--- config.mk ---
export PLATFORM = sky130hd
export DESIGN_NAME = cfsv_core_state
export DESIGN_NICKNAME = d
export VERILOG_FILES = /design/src/verilog/cfsv_prio_pick.v /design/src/verilog/cfsv_core_state.v
export VERILOG_INCLUDE_DIRS = /design/src /design/src/shared
export SDC_FILE = /design/constraint.sdc
export NUM_CORES = 1
export LEC_CHECK = 0
export BUFFER_PORTS_ARGS = -buffer_cell sky130_fd_sc_hd__buf_2
export CORE_MARGIN = 10
export CORE_UTILIZATION = 49
export CTS_BUF_LIST = sky130_fd_sc_hd__clkbuf_16
export DETAILED_ROUTE_END_ITERATION = 16
export PLACE_DENSITY_LB_ADDON = 0.15
export SLEW_MARGIN = 0
export SYNTH_ARGS = -nofsm -noshare
export SYNTH_HDL_FRONTEND = slang
export SYNTH_SLANG_ARGS = --single-unit
--- constraint.sdc ---
create_clock -name clk -period 19.4 [get_ports clk]
set_input_delay 0 -clock clk [delete_from_list [all_inputs] [get_ports clk]]
set_output_delay 0 -clock clk [all_outputs]
set_load 0.1 [all_outputs]
--- src/shared/cfsv_regs.vh ---
`ifndef CFSV_REGS_VH
`define CFSV_REGS_VH
// Notes on behaviour
// - Each source fetches vector from fixed address pair
// - Only reset, suspend-end, ports, serial wake halt
// - Equal level: trap, then ascending number, timebase last
// - Context save leaves second index register alone
// - Program counter 16 bits, low/high byte halves
// - Flags register resets with bits 7,6,5,3 set
// - Half carry from bit 3 on add/adc
// - Negative flag copies result bit 7
// - Zero flag set when result is zero
// - Carry from arithmetic, set/clear, shifts, bit tests
// - Mask bits 5,3 encode software priority level
// - Entry loads mask from source priority setting
// - Stack pointer high byte fixed, reset to top
// - Decrement after push, increment before pop
// - Stack pointer wraps silently at both ends
// - Stack reset instruction sets low seven bits
// - Interrupt pushes five bytes, low PC first; call two
// - Reset starts in low power mode, PLL off
// - PHY power-off bit removes transceiver consumption
// - Wait or halt clears both mask bits
// - Reset wake waits 512 cycles before vector fetch

`define CFSV_VEC_RESET     16'hFFFE
`define CFSV_VEC_TRAP      16'hFFFC
`define CFSV_VEC_SRC0      16'hFFFA
`define CFSV_STACK_HI      8'h01
`define CFSV_SP_RESET      16'h01FF
`define CFSV_SP_LO_RESET   8'hFF
`define CFSV_CC_RESET      8'hE8
`define CFSV_CC_H          4
`define CFSV_CC_I1         5
`define CFSV_CC_I0         3
`define CFSV_CC_N          2
`define CFSV_CC_Z          1
`define CFSV_CC_C          0
`define CFSV_WAKE_MASK     12'h3F4
`define CFSV_STAB_CYCLES   512
`define CFSV_NSRC          12
`endif

--- src/verilog/cfsv_prio_pick.v ---
`timescale 1ns/1ns
`include "cfsv_regs.vh"
// ==========================================
// Highest-level pick among pending sources, ties by lowest number
module cfsv_prio_pick #(
	parameter N = 12
) (
	input  wire [N-1:0] req,
	input  wire [2*N-1:0] lvl,
	input  wire [1:0]   cur_lvl,
	output reg          hit,
	output reg  [3:0]   idx,
	output reg  [1:0]   hit_lvl
);
	integer i;
	always @* begin
		hit = 1'b0;
		idx = 4'h0;
		hit_lvl = 2'd0;
		// Highest level wins; ties go to lowest number
		for (i = N-1; i >= 0; i = i - 1) begin
			if (req[i] && (lvl[2*i +: 2] > cur_lvl) &&
				(!hit || lvl[2*i +: 2] >= hit_lvl)) begin
				hit = 1'b1;
				idx = i[3:0];
				hit_lvl = lvl[2*i +: 2];
			end
		end
	end
endmodule

--- src/verilog/cfsv_core_state.v ---
`timescale 1ns/1ns
`include "cfsv_regs.vh"
// ==========================================
// Core architectural state
module cfsv_core_state #(
	parameter STAB_CYCLES = `CFSV_STAB_CYCLES
) (
	input  wire        clk,
	input  wire        rstn,
	// Execution unit writes
	input  wire        acc_we,
	input  wire [7:0]  acc_wdata,
	input  wire        idx_x_we,
	input  wire [7:0]  idx_x_wdata,
	input  wire        idx_y_we,
	input  wire [7:0]  idx_y_wdata,
	input  wire        pc_lo_we,
	input  wire        pc_hi_we,
	input  wire [7:0]  pc_byte_wdata,
	input  wire        pc_we,
	input  wire [15:0] pc_wdata,
	input  wire        pc_inc,
	input  wire        cc_we,
	input  wire [7:0]  cc_wdata,
	// ALU result flag update
	input  wire        alu_upd,
	input  wire [7:0]  alu_result,
	input  wire        alu_is_add,
	input  wire [7:0]  alu_opa,
	input  wire [7:0]  alu_opb,
	input  wire        alu_carry_upd,
	input  wire        alu_carry,
	input  wire        set_carry_instr,
	input  wire        clear_carry_instr,
	input  wire        mask_set_instr,
	input  wire        mask_clear_instr,
	// Stack
	input  wire        push,
	input  wire        pop,
	input  wire        call_push,
	input  wire        stack_reset_instr,
	input  wire        sp_we,
	input  wire [7:0]  sp_wdata,
	// Power
	input  wire        wait_for_irq_instr,
	input  wire        halt_instr,
	input  wire        iret,
	input  wire [7:0]  suspend_ctrl_wdata,
	input  wire        suspend_ctrl_we,
	input  wire        pll_on_req,
	input  wire        soft_reset,
	// Interrupt sources and priorities
	input  wire        trap_req,
	input  wire [11:0] irq_req,
	input  wire [23:0] irq_sw_priority_regs,
	input  wire        irq_ack,
	// Outputs
	output reg  [7:0]  acc_q,
	output reg  [7:0]  idx_x_q,
	output reg  [7:0]  idx_y_q,
	output reg  [15:0] program_counter_q,
	output wire [7:0]  prog_count_low_byte,
	output wire [7:0]  prog_count_high_byte,
	output reg  [7:0]  condition_code_q,
	output wire [15:0] stack_pointer,
	output reg  [7:0]  suspend_ctrl_q,
	output wire        phy_power_off,
	output reg         low_power_q,
	output reg         sleep_q,
	output reg         halted_q,
	output wire        irq_pending,
	output reg  [15:0] vector_addr_q,
	output reg         vector_fetch_q,
	output reg  [2:0]  stack_cnt_q,
	output wire [7:0]  stack_byte_sel,
	output reg         stab_wait_q
);
	// ==========================================
	// State
	reg  [7:0]  sp_lo_q;
	reg  [9:0]  stab_cnt_q;
	reg         stab_trap_q;
	wire        hit;
	wire [3:0]  hit_idx;
	wire [1:0]  hit_lvl;
	wire [1:0]  cur_lvl;
	wire [4:0]  lo_sum;
	wire        wake_ok;
	wire        take;

	assign prog_count_low_byte  = program_counter_q[7:0];
	assign prog_count_high_byte = program_counter_q[15:8];
	assign stack_pointer = {`CFSV_STACK_HI, sp_lo_q};
	assign phy_power_off = suspend_ctrl_q[0];

	// Level from mask: 10->0, 01->1, 00->2, 11->3
	assign cur_lvl = {~(condition_code_q[`CFSV_CC_I1] ^ condition_code_q[`CFSV_CC_I0]),
		condition_code_q[`CFSV_CC_I0]};

	cfsv_prio_pick #(
		.N       (`CFSV_NSRC)
	) u_pick (
		.req     (irq_req),
		.lvl     (irq_sw_priority_regs),
		.cur_lvl (cur_lvl),
		.hit     (hit),
		.idx     (hit_idx),
		.hit_lvl (hit_lvl)
	);

	assign wake_ok = |(irq_req & `CFSV_WAKE_MASK);
	assign irq_pending = trap_req | hit;
	assign take = irq_ack & irq_pending & !stab_wait_q;
	// Byte to store: PROG_COUNT_LOW_BYTE, PROG_COUNT_HIGH_BYTE, X, A, CC; Y never stacked
	assign stack_byte_sel = (stack_cnt_q == 3'd0) ? program_counter_q[7:0] :
		(stack_cnt_q == 3'd1) ? program_counter_q[15:8] :
		(stack_cnt_q == 3'd2) ? idx_x_q :
		(stack_cnt_q == 3'd3) ? acc_q : condition_code_q;
	assign lo_sum = {1'b0, alu_opa[3:0]} + {1'b0, alu_opb[3:0]} +
		{4'h0, alu_is_add & condition_code_q[`CFSV_CC_C] & alu_carry_upd};

	always @(posedge clk) begin
		if (!rstn || soft_reset) begin
			acc_q <= 8'h00;
			idx_x_q <= 8'h00;
			idx_y_q <= 8'h00;
			program_counter_q <= 16'h0000;
			condition_code_q <= `CFSV_CC_RESET;
			sp_lo_q <= `CFSV_SP_LO_RESET;
			suspend_ctrl_q <= 8'h00;
			low_power_q <= 1'b1;
			sleep_q <= 1'b0;
			halted_q <= 1'b0;
			vector_addr_q <= `CFSV_VEC_RESET;
			vector_fetch_q <= 1'b0;
			stack_cnt_q <= 3'd0;
			stab_wait_q <= soft_reset ? (sleep_q) : 1'b0;
			stab_cnt_q <= 10'd0;
			stab_trap_q <= 1'b0;
		end else begin
			vector_fetch_q <= 1'b0;
			if (acc_we) acc_q <= acc_wdata;
			if (idx_x_we) idx_x_q <= idx_x_wdata;
			if (idx_y_we) idx_y_q <= idx_y_wdata;
			if (pc_we) program_counter_q <= pc_wdata;
			else if (pc_lo_we) program_counter_q[7:0] <= pc_byte_wdata;
			else if (pc_hi_we) program_counter_q[15:8] <= pc_byte_wdata;
			else if (pc_inc) program_counter_q <= program_counter_q + 16'h0001;
			if (suspend_ctrl_we) suspend_ctrl_q <= suspend_ctrl_wdata;
			if (pll_on_req) low_power_q <= 1'b0;
			// Flags: only the addressed bits move
			if (cc_we) begin
				condition_code_q <= cc_wdata;
			end else begin
				if (alu_upd) begin
					condition_code_q[`CFSV_CC_N] <= alu_result[7];
					condition_code_q[`CFSV_CC_Z] <= (alu_result == 8'h00);
					if (alu_is_add)
						condition_code_q[`CFSV_CC_H] <= lo_sum[4];
				end
				if (set_carry_instr) condition_code_q[`CFSV_CC_C] <= 1'b1;
				else if (clear_carry_instr) condition_code_q[`CFSV_CC_C] <= 1'b0;
				else if (alu_carry_upd) condition_code_q[`CFSV_CC_C] <= alu_carry;
				if (mask_set_instr) begin
					condition_code_q[`CFSV_CC_I1] <= 1'b1;
					condition_code_q[`CFSV_CC_I0] <= 1'b1;
				end else if (mask_clear_instr || wait_for_irq_instr || halt_instr) begin
					condition_code_q[`CFSV_CC_I1] <= 1'b0;
					condition_code_q[`CFSV_CC_I0] <= 1'b0;
				end
			end
			if (wait_for_irq_instr) sleep_q <= 1'b1;
			if (halt_instr) begin
				sleep_q <= 1'b1;
				halted_q <= 1'b1;
			end
			// Halt wakes only on eligible sources
			if (sleep_q && ((halted_q && wake_ok) || (!halted_q && irq_pending))) begin
				sleep_q <= 1'b0;
				halted_q <= 1'b0;
			end
			// Stack pointer moves; low byte wraps in 8 bits
			if (stack_reset_instr) sp_lo_q <= sp_lo_q | 8'h7F;
			else if (sp_we) sp_lo_q <= sp_wdata;
			else if (push || call_push || stack_cnt_q != 3'd0 || take)
				sp_lo_q <= sp_lo_q - 8'h01;
			else if (pop || iret) sp_lo_q <= sp_lo_q + 8'h01;
			// Context push sequence, five bytes
			if (take) stack_cnt_q <= 3'd1;
			else if (stack_cnt_q == 3'd4) begin
				stack_cnt_q <= 3'd0;
				vector_fetch_q <= 1'b1;
			end else if (stack_cnt_q != 3'd0) stack_cnt_q <= stack_cnt_q + 3'd1;
			if (take) begin
				if (trap_req) vector_addr_q <= `CFSV_VEC_TRAP;
				else begin
					vector_addr_q <= `CFSV_VEC_SRC0 - {11'h000, hit_idx, 1'b0};
					condition_code_q[`CFSV_CC_I1] <= ~(hit_lvl[1] ^ hit_lvl[0]);
					condition_code_q[`CFSV_CC_I0] <= hit_lvl[0];
				end
			end
			// Stabilisation delay before the reset vector
			if (stab_wait_q) begin
				if (stab_cnt_q == STAB_CYCLES - 1) begin
					stab_wait_q <= 1'b0;
					stab_cnt_q <= 10'd0;
					vector_addr_q <= `CFSV_VEC_RESET;
					vector_fetch_q <= 1'b1;
				end else stab_cnt_q <= stab_cnt_q + 10'd1;
			end
			stab_trap_q <= 1'b0;
		end
	end
endmodule

==> results.py, run 1 <==
metrics = {
    "timing": {
        "hold_viol": 0,
        "worst_pin_slew_ns": 1.09,
        "drv_slew": 0,
        "finalCriticalPeriod_ns": 16.02,
        "relSlewSlack_pct": 27.4,
        "finalCritPeriodShare_pct": 82.6,
        "setup_viol": 0,
        "fin_tns_setup_ns": 0,
        "max_freq_mhz": 62.4,
        "grt_setup_unrepaired": "false",
        "skew_ns": 0.00828,
    },
    "finish": {
        "stdcell_count": 1340,
        "area.growth.synth_to_final_pct": 33.1,
        "final_core_util_pct": 66.3,
        "drive_gt1_share_pct": 26.3,
        "fill_cells": 1226,
        "nets": 1379,
    },
    "synth": {
        "synthFlopType": "dfxtp_1",
        "synthesis.instances": 854,
        "ys_warn_count": 0,
        "async_flop_share_pct": 0,
        "synth_seq_cells": 98,
        "ys_seq_area_share_pct": 28.4,
        "avgSynthCellArea_um2": 8.10,
        "synth_cell_type_count": 76,
        "netlist_area_um2": 6920,
        "synth_edf_count": 0,
    },
    "floorplanning": {
        "ios": 285,
        "die_height_um": 139,
        "fp.dieW_um": 139,
        "start_util_pct": 49.8,
        "die-area_um2": 19300,
        "rows": 43,
        "core_area_um2": 13900,
    },
    "critical_path": {
        "critPathRequiredTime_ns": 19.68,
        "reg2reg_from": "condition_code_q[5]$_SDFF_PN1_",
        "rrSetupSlack_ns": 3.38,
        "critical_path.endpoint_type": "flop",
        "cpMaxStageDelayCell": "o41a_1",
        "path_max_fanout": 12,
        "cp_slowest_stage_delay_ns": 0.47,
        "worstPathArrival_ns": 16.30,
        "cp_common_cell": "ha_1",
        "r2r_end": "vector_addr_q[3]$_SDFF_PN1_",
        "r2r_cells": 77,
        "startpoint_type": "flop",
        "crit_type": "reg -> reg",
    },
    "clock_tree": {
        "post_cts_resized": 0,
        "htreeDepth": 3,
        "clk_pin_slew_worst_paths_ns": 0.07,
        "clk_path_buf_depth": 2,
        "cts-root-buf": "clkbuf_16",
        "cts_buffers": 9,
        "cts_tree": "done",
        "cts.sinks": 98,
        "cts_setup_buffers": 0,
        "clk_latency_ns": 0.36,
    },
    "pwr": {
        "comb_power_share_pct": 43.6,
        "ir_drop_v": 0.0000685,
        "p_switching_w": 0.000298,
        "p_sw_share_pct": 41.7,
        "pwr-share-clk_pct": 26.2,
        "power.leakage_nw": 4.40,
        "p_per_area_nw_per_um2": 77.5,
        "p_total_w": 0.000713,
        "p_int_w": 0.000416,
        "seq_power_share_pct": 30.2,
    },
    "drt": {
        "drtIter0Drc": 405,
        "remaining_drc_errors": 0,
        "viasPerCell": 5.38,
        "dr.pass1.iters": 6,
        "wl_per_cell_um": 17.4,
        "num_vias": 7215,
        "totalWireLength_um": 23200,
        "antenna_left": 0,
    },
    "worst_hold_path": {
        "hold_path_depth": 5,
        "min_to": "program_counter_q[8]$_SDFFE_PN0P_",
        "hp-start": "pc_wdata[8]",
        "hold_class": "in -> reg",
    },
    "placement": {
        "gp_congestion": 0.918,
        "placed_cells": 1255,
        "place.detailed.hpwl_um": 17700,
        "io_buffer_count": 268,
    },
    "global_routing": {
        "track_usage_pct": 23.0,
        "first_global_vias": 7212,
        "grt.overflow.total": 0,
        "antenna_found_initial": 1,
        "grt_pass1_wl_um": 37200,
        "grt_max_degree": 60,
    },
    "status": {
        "status": "completed",
    },
    "job": {
        "drv_cap": 0,
    },
}
==> power groups by stage <==
| stage | Clock (W) | Combinational [W] | Sequential (W) |
|---|---|---|---|
| 6_report | 0.000187 | 0.000311 | 0.000215 |
| 5_1_grt | 0.000197 | 0.000341 | 0.000216 |
| 4_1_cts | 0.000190 | 0.000310 | 0.000215 |
| 3_5_place_dp | 0 | 0.000299 | 0.000219 |
| 3_3_place_gp | 0 | 0.000295 | 0.000219 |
| 2_1_floorplan | 0 | 0.000191 | 0.000264 |
==> stage by stage <==
step,worst slack [ns],cell area [um2],hold WS (ns)
after global routing,1.90,9210,0.0446
after detailed placement,3.47,8220,0.195
after global placement,3.67,8220,0.182
after CTS,3.42,9200,0.00862
after floorplan,4.03,6940,0.100
final,3.38,9210,0.0153
==> cells by family (layout without fill, tap and decap cells) <==
family                     after synthesis  in the layout  share of synthesized area, %
buffers and inverters                   95            394                          6.58
AOI/OAI and AO/OA                      224            224                          22.5
xor gates and xnor gates                24             24                          3.04
other                                    2              9                         0.109
muxes                                   55             55                          7.99
adders and majority gates               62             62                          11.3
DFF                                     98             98                          28.4
and+or+nand+nor                        294            294                          20.1
==> how the worst max path moves through the flow <==
stage / slack, ns / start / to
2_1_floorplan: 4.03 / condition_code_q[3]$_SDFF_PN1_ / vector_addr_q[3]$_SDFF_PN1_
3_3_place_gp: 3.67 / condition_code_q[5]$_SDFF_PN1_ / vector_addr_q[4]$_SDFF_PN1_
3_5_place_dp: 3.47 / condition_code_q[5]$_SDFF_PN1_ / vector_addr_q[4]$_SDFF_PN1_
4_1_cts: 3.42 / condition_code_q[5]$_SDFF_PN1_ / vector_addr_q[4]$_SDFF_PN1_
5_1_grt: 1.90 / condition_code_q[5]$_SDFF_PN1_ / vector_addr_q[3]$_SDFF_PN1_
6_report: 3.38 / condition_code_q[5]$_SDFF_PN1_ / vector_addr_q[3]$_SDFF_PN1_
==> sequential cells by signal (all words and copies together) (netlist names) <==
| name | cells |
|---|---|
| vector_fetch_q | 1 |
| idx_y_q | 8 |
| halted_q | 1 |
| sp_lo_q | 8 |
| stab_wait_q | 1 |
| sleep_q | 1 |
| suspend_ctrl_q | 8 |
| stack_cnt_q | 3 |
| idx_x_q | 8 |
| program_counter_q | 16 |
| stab_cnt_q | 10 |
| acc_q | 8 |
| condition_code_q | 8 |
| vector_addr_q | 16 |
| low_power_q | 1 |
==> cell usage in the layout (no fill, tap or decap), types with 7 or more instances in the layout <==
cell	Yosys	routed
buf_2	1	268
nor2_1	106	106
dfxtp_1	98	98
nand2_1	83	83
dlygate4sd3_1	0	68
a21oi_1	67	67
ha_1	61	61
mux2i_1	53	53
inv_1	39	39
o21ai_0	38	38
nand2b_1	25	24
nor2b_1	16	16
o211ai_1	16	16
xor2_1	16	16
nand3_1	12	12
o22ai_1	10	10
nor3_1	10	10
a211oi_1	9	9
a22oi_1	9	9
clkbuf_16	0	9
xnor2_1	8	8
conb_1	2	8
a21o_1	7	7
nand4_1	7	7
o21ai_1	7	7
==> cell type report <==
cell class / count / area (um2) / area share, %
clock buffers: 9 / 225 / 2.45
clock inverters: 7 / 75.1 / 0.815
flip-flops and latches: 98 / 1960 / 21.3
multi-input cells: 667 / 4530 / 49.2
inverters: 39 / 146 / 1.59
diodes: 1 / 2.50 / 0.0272
well taps: 180 / 225 / 2.45
repair buffers: 339 / 2040 / 22.2
==> cells in the mapped netlist, drive strengths merged (5+ instances only) <==
library cell / instances / area (um2)
buf: 30 / 211
xor2: 16 / 140
o21a: 5 / 38.8
xnor2: 8 / 70.1
a22oi: 9 / 67.6
nor2b: 17 / 114
nand4: 7 / 43.8
o22ai: 10 / 62.6
nand2b: 25 / 156
o211ai: 21 / 191
and2: 6 / 37.5
nor3: 10 / 50.1
dfxtp: 98 / 1960
a21oi: 67 / 335
a211oi: 9 / 67.6
nand3: 12 / 60.1
nand2: 83 / 312
o211a: 6 / 60.1
and3: 5 / 31.3
o21bai: 6 / 45.0
clkbuf: 26 / 97.6
o21ai: 45 / 225
ha: 61 / 763
a31oi: 5 / 37.5
inv: 39 / 146
mux2i: 53 / 531
nor2: 106 / 398
a21o: 7 / 52.6
==> critical path: cells and delay by family (launching register included) <==
family / cells / cell delay, ns
AO/OA/AOI/OAI: 38 / 8.13
adder cells (fa/ha/maj): 13 / 3.39
AND/OR/NAND/NOR: 22 / 3.22
flip-flops: 1 / 0.44
buffers and inverters: 2 / 0.30
multiplexers: 1 / 0.26
XOR/XNOR: 1 / 0.16
==> routing by layer <==
layer  routed length, um  global-route usage [%]
met1                9580                    26.8
met2               11300                    39.1
met3                1810                    7.43
met4                 597                    7.08
met5                   0                       0
==> repair_timing <==
item                                   CTS  global route
setup endpoints to repair                0             0
endpoints found under the hold margin   56             0
hold buffers                            68             0
Note: power is estimated with default switching activity, not from simulation.
==> run 2: changes to the inputs <==
- clock period: 19.4 -> 16 ns (I/O delays scaled with it)
==> results.py, run 2 (synthesis results as in run 1) <==
metrics = {
    "status": {
        "status": "completed",
    },
    "clock_tree": {
        "clk_latency_ns": 0.35,
        "cts.sinks": 98,
        "cts_buffers": 9,
        "cts_tree": "done",
        "cts-root-buf": "clkbuf_16",
        "htreeDepth": 3,
        "clk_path_buf_depth": 2,
        "clk_pin_slew_worst_paths_ns": 0.07,
    },
    "drt": {
        "dr.pass1.iters": 6,
        "totalWireLength_um": 23500,
        "viasPerCell": 5.46,
        "remaining_drc_errors": 0,
        "antenna_left": 0,
        "num_vias": 7341,
        "wl_per_cell_um": 17.5,
        "drtIter0Drc": 384,
    },
    "pwr": {
        "ir_drop_v": 0.0000736,
        "p_per_area_nw_per_um2": 94.1,
        "power.leakage_nw": 4.42,
    },
    "global_routing": {
        "top_usage_layer": "met2",
        "globalRouteMet1Util_pct": 26.4,
        "antenna_found_initial": 3,
        "track_usage_pct": 23.1,
        "grt_pass1_wl_um": 37400,
        "met3_usage_pct": 7.29,
        "first_global_vias": 7348,
        "use_met2_pct": 39.4,
        "grt.overflow.total": 0,
        "grt_max_degree": 60,
    },
    "timing": {
        "drv_slew": 0,
        "finalCriticalPeriod_ns": 15.06,
        "hold_viol": 0,
        "holdWs_ns": 0.0259,
        "max_freq_mhz": 66.4,
        "fin_tns_setup_ns": 0,
        "setup_viol": 0,
        "relSlewSlack_pct": 28.1,
        "skew_ns": 0.00808,
        "setup_slack_ns": 0.940,
        "worst_pin_slew_ns": 1.08,
        "finalCritPeriodShare_pct": 94.1,
    },
    "critical_path": {
        "startpoint_type": "flop",
        "cp_slowest_stage_delay_ns": 0.49,
        "cp_common_cell": "ha_1",
        "crit_type": "reg -> reg",
        "path_max_fanout": 8,
        "critPathRequiredTime_ns": 16.18,
        "cpMaxStageDelayCell": "o41a_1",
        "worstPathArrival_ns": 15.24,
        "critical_path.endpoint_type": "flop",
    },
    "placement": {
        "place_ws_ns": 0.428,
        "dpl-instance-area_um2": 8230,
        "place.detailed.hpwl_um": 17800,
        "io_buffer_count": 268,
        "gp_congestion": 0.917,
    },
    "finish": {
        "drive_gt1_share_pct": 27.6,
        "nets": 1381,
        "layout_common_cells": "buf_2 (268), nor2_1 (105), dfxtp_1 (97), nand2_1 (83), dlygate4sd3_1 (65)",
        "final_core_util_pct": 66.7,
        "reg_top3": "program_counter_q (16), vector_addr_q (16), stab_cnt_q (10)",
        "final_cell_area_um2": 9260,
        "fill_cells": 1206,
        "final_common_cell": "buf_2",
        "area.growth.synth_to_final_pct": 33.9,
    },
    "floorplanning": {
        "start_util_pct": 49.8,
        "ios": 285,
        "core_area_um2": 13900,
        "rows": 43,
        "fp.dieW_um": 139,
        "die_height_um": 139,
        "die-area_um2": 19300,
    },
    "worst_hold_path": {
        "hold_class": "in -> reg",
    },
    "job": {
        "drv_cap": 0,
    },
}
run 2: per-layer routing:
metal	vias to the layer above	share of wire [%]
met4	0	2.9
met2	286	48
met1	3371	41
met5	-	0
met3	43	8.0
li1	3641	-
run 2: worst paths after layout:
path,startpoint,endpoint,slack (ns),depth (start not counted)
worst min-delay path,pc_wdata[14],program_counter_q[14]$_SDFFE_PN0P_,0.03,3
worst max register to register,condition_code_q[5]$_SDFF_PN1_,vector_addr_q[4]$_SDFF_PN1_,0.94,77
worst min register to register,vector_addr_q[11]$_SDFF_PN1_,vector_addr_q[11]$_SDFF_PN1_,0.43,1
worst max-delay path,condition_code_q[5]$_SDFF_PN1_,vector_addr_q[4]$_SDFF_PN1_,0.94,77
run 2: power breakdown:
part	total [W]	switching (W)	internal, W
combinational	0.000389	0.000253	0.000136
clock	0.000221	0.0000994	0.000121
sequential	0.000261	0.00000950	0.000252
total	0.000871	0.000362	0.000509
run 2: cell type report:
| type | count | area, um2 | area share (%) |
|---|---|---|---|
| multi-input combinational | 667 | 4570 | 49.4 |
| timing repair buffer | 341 | 2050 | 22.2 |
| sequential | 98 | 1960 | 21.2 |
| clock buffer | 9 | 225 | 2.43 |
| tap | 180 | 225 | 2.43 |
| inverter | 39 | 146 | 1.58 |
| clock inverter | 7 | 68.8 | 0.743 |
| antenna | 3 | 7.51 | 0.0810 |
run 2: per-stage QoR:
stage / instances / total power, W
final: 1344 / 0.000871
after global placement: 1256 / 0.000623
after CTS: 1337 / 0.000863
after detailed placement: 1256 / 0.000629
after global routing: 1344 / 0.000919
after floorplan: 860 / 0.000551
run 2: repair_timing:
action | in CTS | in global routing
hold buffers | 65 | 0
hold endpoints to repair | 56 | 0
setup endpoints to repair | 0 | 6
setup buffers | 0 | 4
resized for setup | 0 | 14
run 2: critical path, delay by kind of cell, from the launching register on:
family	cells	cell delay [ns]
AO/OA/AOI/OAI	38	7.56
adder cells (fa/ha/maj)	13	3.36
AND/OR/NAND/NOR	22	2.91
flip-flops	1	0.36
XOR/XNOR	2	0.30
multiplexers	1	0.26
buffers and inverters	1	0.07
==> run 3: changes to the inputs <==
- ABC_AREA: default -> 1
==> results.py, run 3 <==
metrics = {
    "finish": {
        "multi_input_area_um2": 4170,
        "final_cell_area_um2": 9520,
        "final_common_cell": "buf_2",
        "final_core_util_pct": 69.1,
        "area.growth.synth_to_final_pct": 38.9,
        "nets": 1579,
        "reg_top3": "program_counter_q (16), vector_addr_q (16), stab_cnt_q (10)",
        "drive_gt1_share_pct": 25.8,
        "register_area_um2": 1960,
        "fill_cells": 1130,
        "layout_common_cells": "buf_2 (268), nand2_1 (251), inv_1 (121), dlygate4sd3_1 (104), dfxtp_1 (98)",
    },
    "drt": {
        "totalWireLength_um": 25600,
        "wl_per_cell_um": 16.6,
        "viasPerCell": 5.21,
        "drtIter0Drc": 503,
        "num_vias": 8029,
        "remaining_drc_errors": 0,
        "dr.pass1.iters": 5,
        "antenna_left": 0,
    },
    "clock_tree": {
        "cts_tree": "done",
        "cts_setup_buffers": 0,
        "cts_buffers": 9,
        "ctsHoldBuffers": 104,
        "clk_path_buf_depth": 2,
        "cts-root-buf": "clkbuf_16",
        "htreeDepth": 3,
        "clk_latency_ns": 0.35,
        "cts.sinks": 98,
        "clk_pin_slew_worst_paths_ns": 0.07,
        "post_cts_resized": 0,
    },
    "global_routing": {
        "grt.overflow.total": 0,
        "grt_pass1_wl_um": 40400,
        "grt_max_degree": 55,
        "first_global_vias": 7915,
        "track_usage_pct": 25.2,
        "antenna_found_initial": 4,
    },
    "critical_path": {
        "cp_slowest_stage_delay_ns": 0.45,
        "worstPathArrival_ns": 13.24,
        "path_max_fanout": 16,
        "critical_path.endpoint_type": "flop",
        "crit_type": "reg -> reg",
        "startpoint_type": "flop",
        "cpMaxStageDelayCell": "or3b_2",
        "cp_common_cell": "nand2_1",
        "critPathRequiredTime_ns": 16.24,
    },
    "synth": {
        "ys_seq_area_share_pct": 28.6,
        "synth_cell_type_count": 52,
        "synthesis.instances": 1006,
        "synth_edf_count": 0,
        "avgSynthCellArea_um2": 6.81,
        "yosys-top-cells-area": "dfxtp_1 (29%), nand2_1 (14%), ha_1 (11%)",
        "synth_common_cells": "nand2_1 (252), inv_1 (119), dfxtp_1 (98)",
        "yosys.area.top_type": "dfxtp_1",
        "ys_warn_count": 0,
        "synthFlopType": "dfxtp_1",
        "netlist_area_um2": 6850,
        "yosys.cell_count.top_type": "nand2_1",
        "async_flop_share_pct": 0,
        "synth_top_cell_area_share_pct": 28.6,
        "synth_seq_cells": 98,
    },
    "timing": {
        "setup_viol": 0,
        "fin_tns_setup_ns": 0,
        "skew_ns": 0.00947,
        "grt_setup_unrepaired": "false",
        "drv_slew": 0,
        "max_freq_mhz": 76.9,
        "finalCriticalPeriod_ns": 13.00,
        "hold_viol": 0,
        "relSlewSlack_pct": 21.8,
        "worst_pin_slew_ns": 1.17,
        "finalCritPeriodShare_pct": 81.2,
    },
    "worst_hold_path": {
        "hold_class": "in -> reg",
    },
    "floorplanning": {
        "start_util_pct": 49.8,
        "fp.dieW_um": 138,
        "die-area_um2": 19100,
        "rows": 43,
        "die_height_um": 138,
        "core_area_um2": 13800,
        "ios": 285,
    },
    "placement": {
        "dpl-instance-area_um2": 8210,
        "io_buffer_count": 268,
        "gp_congestion": 0.958,
        "place.detailed.hpwl_um": 18200,
    },
    "pwr": {
        "p_total_w": 0.000822,
        "p_per_area_nw_per_um2": 86.3,
        "power.leakage_nw": 4.64,
        "ir_drop_v": 0.0000639,
    },
    "job": {
        "drv_cap": 0,
    },
    "status": {
        "status": "completed",
    },
}
==> run 3: area by class of cell <==
class / count / area share, %
Antenna cell: 4 / 0.105
Inverter: 130 / 5.14
Clock inverter: 6 / 0.381
Sequential cell: 98 / 20.6
Clock buffer: 9 / 2.37
Timing Repair Buffer: 375 / 25.3
Multi-Input combinational cell: 740 / 43.8
Tap cell: 180 / 2.37
==> run 3: logic make-up after synthesis <==
kind of cell | after synthesis | share of synthesized area [%]
and+or+nand+nor | 455 | 29.7
AOI/OAI and AO/OA | 197 | 17.0
buffers and inverters | 174 | 10.9
DFF | 98 | 28.6
adders and majority gates | 62 | 11.4
xor gates and xnor gates | 18 | 2.30
other | 2 | 0.110
==> run 3: through the flow <==
step | cells | hold slack [ns] | worst slack [ns]
CTS | 1538 | 0.00174 | 3.00
finish | 1542 | 0.00837 | 3.00
global route | 1540 | 0.0250 | 1.54
floorplan | 1012 | 0.100 | 3.33
global placement | 1419 | 0.190 | 3.13
detailed placement | 1419 | 0.188 | 3.10
==> run 3: worst paths after layout <==
check	slack, ns	to	cells after the start	start
max	3.00	vector_addr_q[4]$_SDFF_PN1_	99	condition_code_q[3]$_SDFF_PN1_
max reg2reg	3.00	vector_addr_q[4]$_SDFF_PN1_	99	condition_code_q[3]$_SDFF_PN1_
min	0.008	program_counter_q[0]$_SDFFE_PN0P_	3	pc_wdata[0]
min reg2reg	0.44	vector_addr_q[14]$_SDFF_PN1_	1	vector_addr_q[14]$_SDFF_PN1_
==> run 3: layer usage <==
layer / global-route usage, % / share of wire [%]
met3: 8.01 / 9.7
met5: 0 / 0.051
met2: 42.0 / 47
met4: 10.3 / 2.9
met1: 29.1 / 40
==> run 3: where the power goes <==
part	switching, W	internal (W)
clock network	0.0000965	0.000104
registers	0.00000962	0.000252
logic	0.000247	0.000113
==> run 3: worst max-delay path: cells and delay by family (launching register included) <==
kind,cells,cell delay (ns)
compound gates,20,2.33
xor+xnor,1,0.17
fa+ha+maj,13,3.28
buf+inv,17,1.49
flops,1,0.31
simple gates,48,5.24
